`src/rtl/framer_irq_pkg.sv`:
```
// Purpose: shared constants for the framer status and interrupt block
// Assumes: one 250 MHz clock, plain register port, 8-bit byte offsets
// Notes:   bit layout is shared by the status and the mask register
//
// Behaviour
// (RULE_01) bit 0 latches signal loss, sticky while present
// (RULE_02) bit 1 latches frame loss, sticky while present
// (RULE_03) bit 2 latches alarm indication, sticky while present
// (RULE_04) bit 3 latches remote alarm, sticky while present
// (RULE_05) bit 4 latches idle pattern, sticky while present
// (RULE_06) software ignores idle bit in E3 mode
// (RULE_07) alarm change interrupts when both masks set
// (RULE_08) alarm interrupt pending until status read; code also releases it on a status write of one
// (RULE_09) bit 5 sets each tx frame, read clears
// (RULE_10) bit 6 sets each rx frame, read clears
// (RULE_11) frame event setting interrupts when both masks set
// (RULE_12) mask register bits 0-6, one unmasks, reset zero
// (RULE_13) C-bit remote alarm codes reported apart
// (RULE_14) frame loss: 3 of 16 F or 2 of 4 M bits bad
// (RULE_15) remote alarm clears after 4 multiframes of ones
// (RULE_16) bits 7-15 read zero, ignore writes
package framer_irq_pkg;

  localparam int ADDR_W = 8;
  localparam int DATA_W = 16;
  localparam int NUM_BITS = 7;
  localparam int NUM_ALARMS = 5;

  // register offsets
  localparam logic [7:0] STATUS_OFFSET  = 8'h12;
  localparam logic [7:0] MASK_OFFSET    = 8'h14;
  localparam logic [7:0] CONTROL_OFFSET = 8'h1e;
  localparam logic [7:0] LIVE_OFFSET    = 8'h20;

  // status and mask bit positions
  localparam int BIT_SIGNAL_LOST = 0;
  localparam int BIT_FRAME_LOST  = 1;
  localparam int BIT_ALARM_IND   = 2;
  localparam int BIT_REMOTE      = 3;
  localparam int BIT_IDLE        = 4;
  localparam int BIT_TX_START    = 5;
  localparam int BIT_RX_START    = 6;

  // control register bit positions
  localparam int CTRL_MASTER = 0;
  localparam int CTRL_E3     = 1;
  localparam int CTRL_CBIT   = 2;
  // live register: bits 0-4 conditions, bit 5 C-bit remote alarm code
  localparam int LIVE_CODE_REMOTE = 5;

  // reset values
  localparam logic [6:0] STATUS_RESET  = 7'h00;
  localparam logic [6:0] MASK_RESET    = 7'h00;
  localparam logic [2:0] CONTROL_RESET = 3'h0;

  // overhead bit criteria
  localparam logic [4:0] F_ERR_LIMIT = 5'h03;
  localparam logic [4:0] M_ERR_LIMIT = 5'h02;
  localparam logic [2:0] REMOTE_FRAMES = 3'h4;

  function automatic logic [4:0] ones16(input logic [15:0] v);
    logic [4:0] n;
    n = 5'h00;
    for (int i = 0; i < 16; i++) begin
      n = n + {4'h0, v[i]};
    end
    return n;
  endfunction : ones16

endpackage : framer_irq_pkg

```
`src/rtl/overhead_if.sv`:
```
// Purpose: carries overhead bit samples to the alarm detectors
// Assumes: all signals on mclk
// Notes:   strobes are one cycle wide
`timescale 1ns/1ns
`default_nettype none
interface overhead_if;
  logic f_valid;
  logic f_err;
  logic m_valid;
  logic m_err;
  logic resync;
  logic x_valid;
  logic x1;
  logic x2;
  logic frame_lost;
  logic remote_alarm;

  modport framer (
    output f_valid, f_err, m_valid, m_err, resync, x_valid, x1, x2,
    input  frame_lost, remote_alarm
  );
  modport loss_side (
    input  f_valid, f_err, m_valid, m_err, resync,
    output frame_lost
  );
  modport remote_side (
    input  x_valid, x1, x2,
    output remote_alarm
  );
endinterface : overhead_if
`default_nettype wire

```
`src/rtl/frame_loss_detector.sv`:
```
// Purpose: T3 frame loss from F and M bit error windows
// Assumes: one strobe per received overhead bit
// Notes:   held until the framer reports resynchronisation
`timescale 1ns/1ns
`default_nettype none
module frame_loss_detector #(
  parameter logic [4:0] F_LIMIT = framer_irq_pkg::F_ERR_LIMIT,
  parameter logic [4:0] M_LIMIT = framer_irq_pkg::M_ERR_LIMIT
) (
  // clock and control
  input  wire logic     mclk,
  input  wire logic     rst,
  input  wire logic     ce,
  // overhead bits
  overhead_if.loss_side ovh
);
  logic [15:0] f_hist;
  logic [3:0]  m_hist;
  logic [15:0] next_f_hist;
  logic [3:0]  next_m_hist;
  logic        f_trip;
  logic        m_trip;
  logic        lost;

  assign next_f_hist = {f_hist[14:0], ovh.f_err};
  assign next_m_hist = {m_hist[2:0], ovh.m_err};
  assign f_trip = ovh.f_valid &&
                  framer_irq_pkg::ones16(next_f_hist) >= F_LIMIT; // RULE_14
  assign m_trip = ovh.m_valid &&
                  framer_irq_pkg::ones16({12'h000, next_m_hist})
                  >= M_LIMIT; // RULE_14
  assign ovh.frame_lost = lost;

  // history restarts on resync so old errors do not retrip
  always_ff @(posedge mclk) begin
    if (rst) begin
      f_hist <= 16'h0000;
      m_hist <= 4'h0;
    end else if (ce) begin
      if (ovh.resync) begin
        f_hist <= 16'h0000;
        m_hist <= 4'h0;
      end else begin
        if (ovh.f_valid) f_hist <= next_f_hist;
        if (ovh.m_valid) m_hist <= next_m_hist;
      end
    end
  end

  always_ff @(posedge mclk) begin
    if (rst) begin
      lost <= 1'b0;
    end else if (ce) begin
      if (f_trip || m_trip) lost <= 1'b1; // RULE_14
      else if (ovh.resync) lost <= 1'b0;
    end
  end
endmodule : frame_loss_detector
`default_nettype wire

```
`src/rtl/framer_status_irq.sv`:
```
// Purpose: framer alarm and frame event status with interrupt masking
// Assumes: condition and strobe inputs come from logic on mclk
// Notes:   read data stand in the cycle after the read strobe only
`timescale 1ns/1ns
`default_nettype none
module framer_status_irq (
  // clock, reset, enable
  input  wire logic        mclk,
  input  wire logic        rst,
  input  wire logic        ce,
  // register port
  input  wire logic [7:0]  addr,
  input  wire logic [15:0] wdata,
  input  wire logic        wr,
  input  wire logic        rd,
  output logic      [15:0] rdata,
  // alarm conditions
  input  wire logic        signal_lost,
  input  wire logic        e3_frame_lost,
  input  wire logic        alarm_indication_detected,
  input  wire logic        e3_remote_alarm,
  input  wire logic        idle_pattern_detected,
  input  wire logic        far_end_alarm_control_code,
  // T3 overhead bits
  input  wire logic        f_bit_valid,
  input  wire logic        f_bit_error,
  input  wire logic        m_bit_valid,
  input  wire logic        m_bit_error,
  input  wire logic        frame_sync,
  input  wire logic        x_bits_valid,
  input  wire logic        x1_bit,
  input  wire logic        x2_bit,
  // frame boundaries
  input  wire logic        tx_frame_start,
  input  wire logic        rx_frame_start,
  output logic             tx_frame_start_pin,
  output logic             rx_frame_start_pin,
  // interrupt
  output logic             irq
);
  overhead_if ovh ();

  logic [6:0] status;
  logic [6:0] mask;
  logic [6:0] pending;
  logic [4:0] cond;
  logic [4:0] cond_prev;
  logic [4:0] change;
  logic [6:0] events;
  logic [6:0] live;
  logic       master;
  logic       e3_mode;
  logic       cbit_mode;
  logic       status_rd;
  logic       status_wr;
  logic       mask_wr;
  logic       ctrl_wr;
  logic       frame_cond;
  logic       remote_cond;
  logic       code_remote;

  assign ovh.f_valid = f_bit_valid;
  assign ovh.f_err   = f_bit_error;
  assign ovh.m_valid = m_bit_valid;
  assign ovh.m_err   = m_bit_error;
  assign ovh.resync  = frame_sync;
  assign ovh.x_valid = x_bits_valid;
  assign ovh.x1      = x1_bit;
  assign ovh.x2      = x2_bit;

  frame_loss_detector u_frame_loss (
    .mclk (mclk),
    .rst  (rst),
    .ce   (ce),
    .ovh  (ovh.loss_side)
  );

  remote_alarm_detector u_remote_alarm (
    .mclk (mclk),
    .rst  (rst),
    .ce   (ce),
    .ovh  (ovh.remote_side)
  );

  // T3 uses the local detectors, E3 takes the external criteria
  assign frame_cond  = e3_mode ? e3_frame_lost : ovh.frame_lost; // RULE_14
  assign remote_cond = e3_mode ? e3_remote_alarm : ovh.remote_alarm;
  // code-signalled remote alarm stays out of the status bit
  assign code_remote = cbit_mode && !e3_mode &&
                       far_end_alarm_control_code; // RULE_13

  assign cond = {idle_pattern_detected, remote_cond,
                 alarm_indication_detected, frame_cond, signal_lost};
  assign change = cond ^ cond_prev;
  assign events = {rx_frame_start, tx_frame_start, 5'h00};
  assign live = {1'b0, code_remote, cond};

  assign status_rd = ce && rd && addr == framer_irq_pkg::STATUS_OFFSET;
  assign status_wr = ce && wr && addr == framer_irq_pkg::STATUS_OFFSET;
  assign mask_wr   = ce && wr && addr == framer_irq_pkg::MASK_OFFSET;
  assign ctrl_wr   = ce && wr && addr == framer_irq_pkg::CONTROL_OFFSET;

  // alarm bits follow the condition on read, so a live alarm survives it
  always_ff @(posedge mclk) begin
    if (rst) begin
      status <= framer_irq_pkg::STATUS_RESET;
    end else if (ce) begin
      status[4:0] <= cond |
                     (status[4:0] & ~{5{status_rd}}); // RULE_01 RULE_02 RULE_03 RULE_04 RULE_05
      status[6:5] <= events[6:5] |
                     (status[6:5] & ~{2{status_rd}}); // RULE_09 RULE_10
    end
  end

  always_ff @(posedge mclk) begin
    if (rst) begin
      cond_prev <= 5'h00;
    end else if (ce) begin
      cond_prev <= cond;
    end
  end

  // pending: set wins over a clear in the same cycle
  always_ff @(posedge mclk) begin
    if (rst) begin
      pending <= 7'h00;
    end else if (ce) begin
      pending[4:0] <= change | (pending[4:0] & ~{5{status_rd}} &
                      ~(wdata[4:0] & {5{status_wr}})); // RULE_07 RULE_08
      pending[6:5] <= events[6:5] | (pending[6:5] & ~{2{status_rd}} &
                      ~(wdata[6:5] & {2{status_wr}})); // RULE_11
    end
  end

  always_ff @(posedge mclk) begin
    if (rst) begin
      mask <= framer_irq_pkg::MASK_RESET;
    end else if (mask_wr) begin
      mask <= wdata[6:0]; // RULE_12 RULE_16
    end
  end

  always_ff @(posedge mclk) begin
    if (rst) begin
      {cbit_mode, e3_mode, master} <= framer_irq_pkg::CONTROL_RESET;
    end else if (ctrl_wr) begin
      master    <= wdata[framer_irq_pkg::CTRL_MASTER];
      e3_mode   <= wdata[framer_irq_pkg::CTRL_E3];
      cbit_mode <= wdata[framer_irq_pkg::CTRL_CBIT];
    end
  end

  // registered so the pin never glitches on mask writes
  always_ff @(posedge mclk) begin
    if (rst) begin
      irq <= 1'b0;
    end else if (ce) begin
      irq <= master && |(pending & mask); // RULE_07 RULE_11
    end
  end

  always_ff @(posedge mclk) begin
    if (rst) begin
      tx_frame_start_pin <= 1'b0;
      rx_frame_start_pin <= 1'b0;
    end else if (ce) begin
      tx_frame_start_pin <= tx_frame_start; // RULE_09
      rx_frame_start_pin <= rx_frame_start; // RULE_10
    end
  end

  // unread and unmapped cycles return zero
  always_ff @(posedge mclk) begin
    if (rst) begin
      rdata <= 16'h0000;
    end else if (ce) begin
      rdata <= 16'h0000;
      if (rd) begin
        case (addr)
          framer_irq_pkg::STATUS_OFFSET: rdata <= {9'h000, status}; // RULE_16
          framer_irq_pkg::MASK_OFFSET:   rdata <= {9'h000, mask}; // RULE_16
          framer_irq_pkg::CONTROL_OFFSET:
            rdata <= {13'h0000, cbit_mode, e3_mode, master};
          framer_irq_pkg::LIVE_OFFSET:   rdata <= {9'h000, live};
          default:                       rdata <= 16'h0000;
        endcase
      end
    end
  end
endmodule : framer_status_irq
`default_nettype wire

```
`src/rtl/remote_alarm_detector.sv`:
```
// Purpose: T3 remote alarm from the two X bits per multiframe
// Assumes: x_valid strobes once per multiframe
// Notes:   a mixed X bit pair restarts both counts
`timescale 1ns/1ns
`default_nettype none
module remote_alarm_detector #(
  parameter logic [2:0] FRAMES = framer_irq_pkg::REMOTE_FRAMES
) (
  // clock and control
  input  wire logic       mclk,
  input  wire logic       rst,
  input  wire logic       ce,
  // overhead bits
  overhead_if.remote_side ovh
);
  logic [2:0] set_cnt;
  logic [2:0] clr_cnt;
  logic       active;
  logic       zeros;
  logic       ones;

  assign zeros = ovh.x_valid && !ovh.x1 && !ovh.x2;
  assign ones  = ovh.x_valid && ovh.x1 && ovh.x2;
  assign ovh.remote_alarm = active;

  always_ff @(posedge mclk) begin
    if (rst) begin
      set_cnt <= 3'h0;
      clr_cnt <= 3'h0;
    end else if (ce && ovh.x_valid) begin
      set_cnt <= zeros ? ((set_cnt == FRAMES) ? set_cnt : set_cnt + 3'h1)
                       : 3'h0;
      clr_cnt <= ones ? ((clr_cnt == FRAMES) ? clr_cnt : clr_cnt + 3'h1)
                      : 3'h0;
    end
  end

  always_ff @(posedge mclk) begin
    if (rst) begin
      active <= 1'b0;
    end else if (ce) begin
      if (zeros && set_cnt >= FRAMES - 3'h1) active <= 1'b1;
      else if (ones && clr_cnt >= FRAMES - 3'h1) active <= 1'b0; // RULE_15
    end
  end
endmodule : remote_alarm_detector
`default_nettype wire

```
`config.mk`:
```
export PLATFORM = sky130hd
export DESIGN_NAME = framer_status_irq
export DESIGN_NICKNAME = d
export VERILOG_FILES = /design/src/rtl/framer_irq_pkg.sv /design/src/rtl/overhead_if.sv /design/src/rtl/frame_loss_detector.sv /design/src/rtl/framer_status_irq.sv /design/src/rtl/remote_alarm_detector.sv
export SDC_FILE = /design/constraint.sdc
export NUM_CORES = 1
export LEC_CHECK = 0
export ABC_AREA = 1
export BUFFER_PORTS_ARGS = -buffer_cell sky130_fd_sc_hd__buf_4
export CORE_UTILIZATION = 35
export CTS_CLUSTER_SIZE = 20
export DETAILED_ROUTE_END_ITERATION = 12
export PLACE_DENSITY = 0.61
export SYNTH_ARGS = -nofsm -noshare
export SYNTH_HDL_FRONTEND = slang
export SYNTH_SLANG_ARGS = --single-unit
```
`constraint.sdc`:
```
create_clock -name mclk -period 4.6 [get_ports mclk]
set_input_delay 0.69 -clock mclk [delete_from_list [all_inputs] [get_ports mclk]]
set_output_delay 0.69 -clock mclk [all_outputs]
set_load 0.02 [all_outputs]
```
==> results.json <==
{
  "cpMostUsedCell": "fa_1",
  "final_util_pct": 41.60,
  "worst_slew_pin_slew_ns": 0.5347,
  "cts_resized": 0,
  "clock.fmax_mhz": 231.0,
  "clock_path_buffers": 2,
  "route.vias.total": 3041,
  "max_stage_delay_ns": 0.54,
  "path_class": "input port to flop",
  "io_pins": 64,
  "syn_area_per_cell_um2": 7.472,
  "final.setup.worst_slack_ns": 0.2713,
  "fin_crit_sh_pct": 94.10,
  "routedWlPerCell_um": 11.93,
  "critPathCaptureType": "flop",
  "grt_max_degree": 53,
  "vias_per_cell": 4.707,
  "crit_chain": "buf_4, fa_1, inv_1, fa_1, fa_1, fa_1, fa_1, inv_1, ha_1, fa_1, nand2_1, o211a_1, o21ai_0, a21oi_1, nor2_1",
  "drt_iter0_drc": 135,
  "num_antenna_cells": 0,
  "gr-total-overflow": 0,
  "synth_cell_type_count": 34,
  "clock-sinks": 65,
  "cts_tree": "yes",
  "hold_class": "flop to flop",
  "start_util_pct": 35.94,
  "powerDensity_nw_per_um2": 279.4,
  "critPathRequiredTime_ns": 4.81,
  "final_nets": 575,
  "drive_gt1_share_pct": 15.98,
  "synthTopCellsByArea": "dfxtp_1 (37%), nand2_1 (10%), inv_1 (8.2%)",
  "core-area_um2": 9729,
  "setup_viol": 0,
  "track_usage_pct": 16.24,
  "post-cts-setup-buffer-count": 0,
  "grt_pass1_wl_um": 12910,
  "clk_latency_ns": 0.34,
  "globalplace.congestion": 0.8508,
  "htreeDepth": 3,
  "slowest_stage": "fa_1",
  "syn_inst": 468,
  "nFillCells": 1049,
  "whs_path_depth": 2,
  "ctsHoldBuffers": 0,
  "syn2layout_area_growth_pct": 15.74,
  "grt_pass1_vias": 2840,
  "cap_violations": 0,
  "numCtsBuffers": 9,
  "firstDrtPassIters": 6,
  "dp_hpwl_um": 5720,
  "fin_area_um2": 4048,
  "yosysWarnings": 0,
  "fin_crit_ns": 4.329,
  "synth_top_area_share_pct": 37.21,
  "die_y_um": 102.0,
  "leakage_nw": 1.699,
  "dp_cells": 630,
  "hold_slack_ns": 0.4671,
  "cp-start-kind": "input port",
  "layout.cells.non_filler": 646,
  "ant_nets": 0,
  "placed_cell_area_um2": 3872,
  "cts.reportedPaths.clkPinSlew_ns": 0.07,
  "drc": 0,
  "yosys.area.top_type": "dfxtp_1",
  "critPathArrivalTime_ns": 4.54,
  "antenna_found_initial": 0,
  "dp_slack_ns": -0.08964,
  "status": "finished, final reports clean",
  "place.port_buffers": 45,
  "vdd_ir_drop_max_uv": 135.7,
  "clock_skew_ns": 0.005651,
  "rsz0062_at_grt": "false",
  "rows": 36,
  "die_w_um": 102.0,
  "slew_headroom_pct": 64.13,
  "ys_seq_area_share_pct": 37.21,
  "cp_max_fo": 2,
  "ys_ff_latch": 65,
  "hold_viol_final": 0,
  "wl_um": 7710,
  "root_buffer": "clkbuf_8",
  "r2r_cells": 14,
  "synth.cell_area_um2": 3497,
  "die_area_um2": 10400,
  "slew_viol_final": 0
}
-- layout by cell type, fill, tap and decap left out, types with 2 or more instances in the layout --
cell type,n
nand2_1,95
fa_1,11
nand2_2,5
conb_1,9
buf_4,45
clkbuf_1,3
nor2_1,21
dfxtp_1,65
inv_2,3
clkbuf_8,11
o21ai_1,3
nand3_4,2
clkinv_1,2
nor2_2,5
ha_1,11
o21ai_0,22
nor2_4,3
a21oi_1,56
o22ai_1,14
a211oi_1,2
nand3_1,34
nand4_1,2
o211ai_1,2
inv_1,76
-- cells by family after synthesis --
logic type               count (synthesis)  synth area share (%)
other                                    1                0.1072
AND/OR/NAND/NOR                        172                 23.15
buffers and inverters                  105                 13.24
AO/OA/AOI/OAI                          103                 16.06
adder cells (fa/ha/maj)                 22                 10.23
flip-flops                              65                 37.21
-- report_power, final --
part / leakage, nW / internal [mW] / switching (mW) / total (mW)
clock: 0.0867 / 0.225 / 0.210 / 0.435
combinational: 1.08 / 0.0416 / 0.0711 / 0.113
sequential: 0.528 / 0.576 / 0.00786 / 0.584
-- layout make-up --
class / instances / area, um2 / share of cell area, %
multi-input combinational: 306 / 1763 / 43.55
clock inverter: 2 / 12.51 / 0.3091
tap: 133 / 166.4 / 4.111
clock buffer: 14 / 162.7 / 4.019
timing repair buffer: 45 / 337.8 / 8.346
inverter: 81 / 304.0 / 7.512
sequential: 65 / 1301 / 32.15
-- through the flow --
| stage | setup TNS, ns | power (mW) |
|---|---|---|
| floorplan | 0 | 0.6705 |
| global route | 0 | 1.191 |
| detailed placement | -0.08964 | 0.7095 |
| global placement | -0.04578 | 0.7066 |
| finish | 0 | 1.131 |
| CTS | 0 | 1.151 |
-- Yosys cell counts --
| master | count |
|---|---|
| fa_1 | 11 |
| nand4_2 | 1 |
| o211a_1 | 1 |
| inv_1 | 76 |
| nand3_4 | 2 |
| o211ai_1 | 2 |
| a31oi_2 | 1 |
| o21ai_1 | 3 |
| nor2_4 | 3 |
| nor2_8 | 1 |
| a21oi_1 | 56 |
| nand3_1 | 34 |
| o22ai_1 | 14 |
| nor2_1 | 21 |
| buf_2 | 4 |
| inv_2 | 3 |
| nand4_1 | 2 |
| dfxtp_1 | 65 |
| nor3_2 | 1 |
| nand2_1 | 95 |
| o21ai_2 | 1 |
| a211oi_1 | 2 |
| nand2_2 | 5 |
| buf_4 | 9 |
| o31ai_1 | 1 |
| clkinv_1 | 2 |
| conb_1 | 1 |
| ha_1 | 11 |
| o21ai_0 | 22 |
| nor4_1 | 1 |
| nand2_4 | 1 |
| buf_6 | 4 |
| clkbuf_1 | 7 |
| nor2_2 | 5 |
-- final timing paths --
kind	end	slack, ns	from
worst max-delay path	u_frame_loss.ovh.frame_lost	0.27	f_bit_error
worst min-delay path	status[5]	0.47	status[5]
worst max register to register	u_frame_loss.ovh.frame_lost	0.43	u_frame_loss.f_hist[0]
worst min register to register	status[5]	0.47	status[5]
-- flip-flops by register name, indices dropped and copies added, names as in the netlist, 3 cells and up --
signal and flops:
rdata 7, u_frame_loss.m_hist 3, u_remote_alarm.clr_cnt 3, status 7, u_frame_loss.f_hist 15, cond_prev 5, pending 7, mask 7
u_remote_alarm.set_cnt 3
-- worst max-delay path: cells and delay by family --
kind | cells | cell delay, ns
fa+ha+maj | 7 | 3.19
simple gates | 2 | 0.12
compound gates | 3 | 0.32
buf+inv | 3 | 0.21
-- routing by layer --
layer,up-vias,wire length [um],global-route usage (%)
li1,1565,-,-
met1,1397,3505,19.96
met2,66,3668,26.85
met3,13,352,3.830
met4,0,183,7.692
met5,-,0,0
Power figures use the tool's default switching activity.
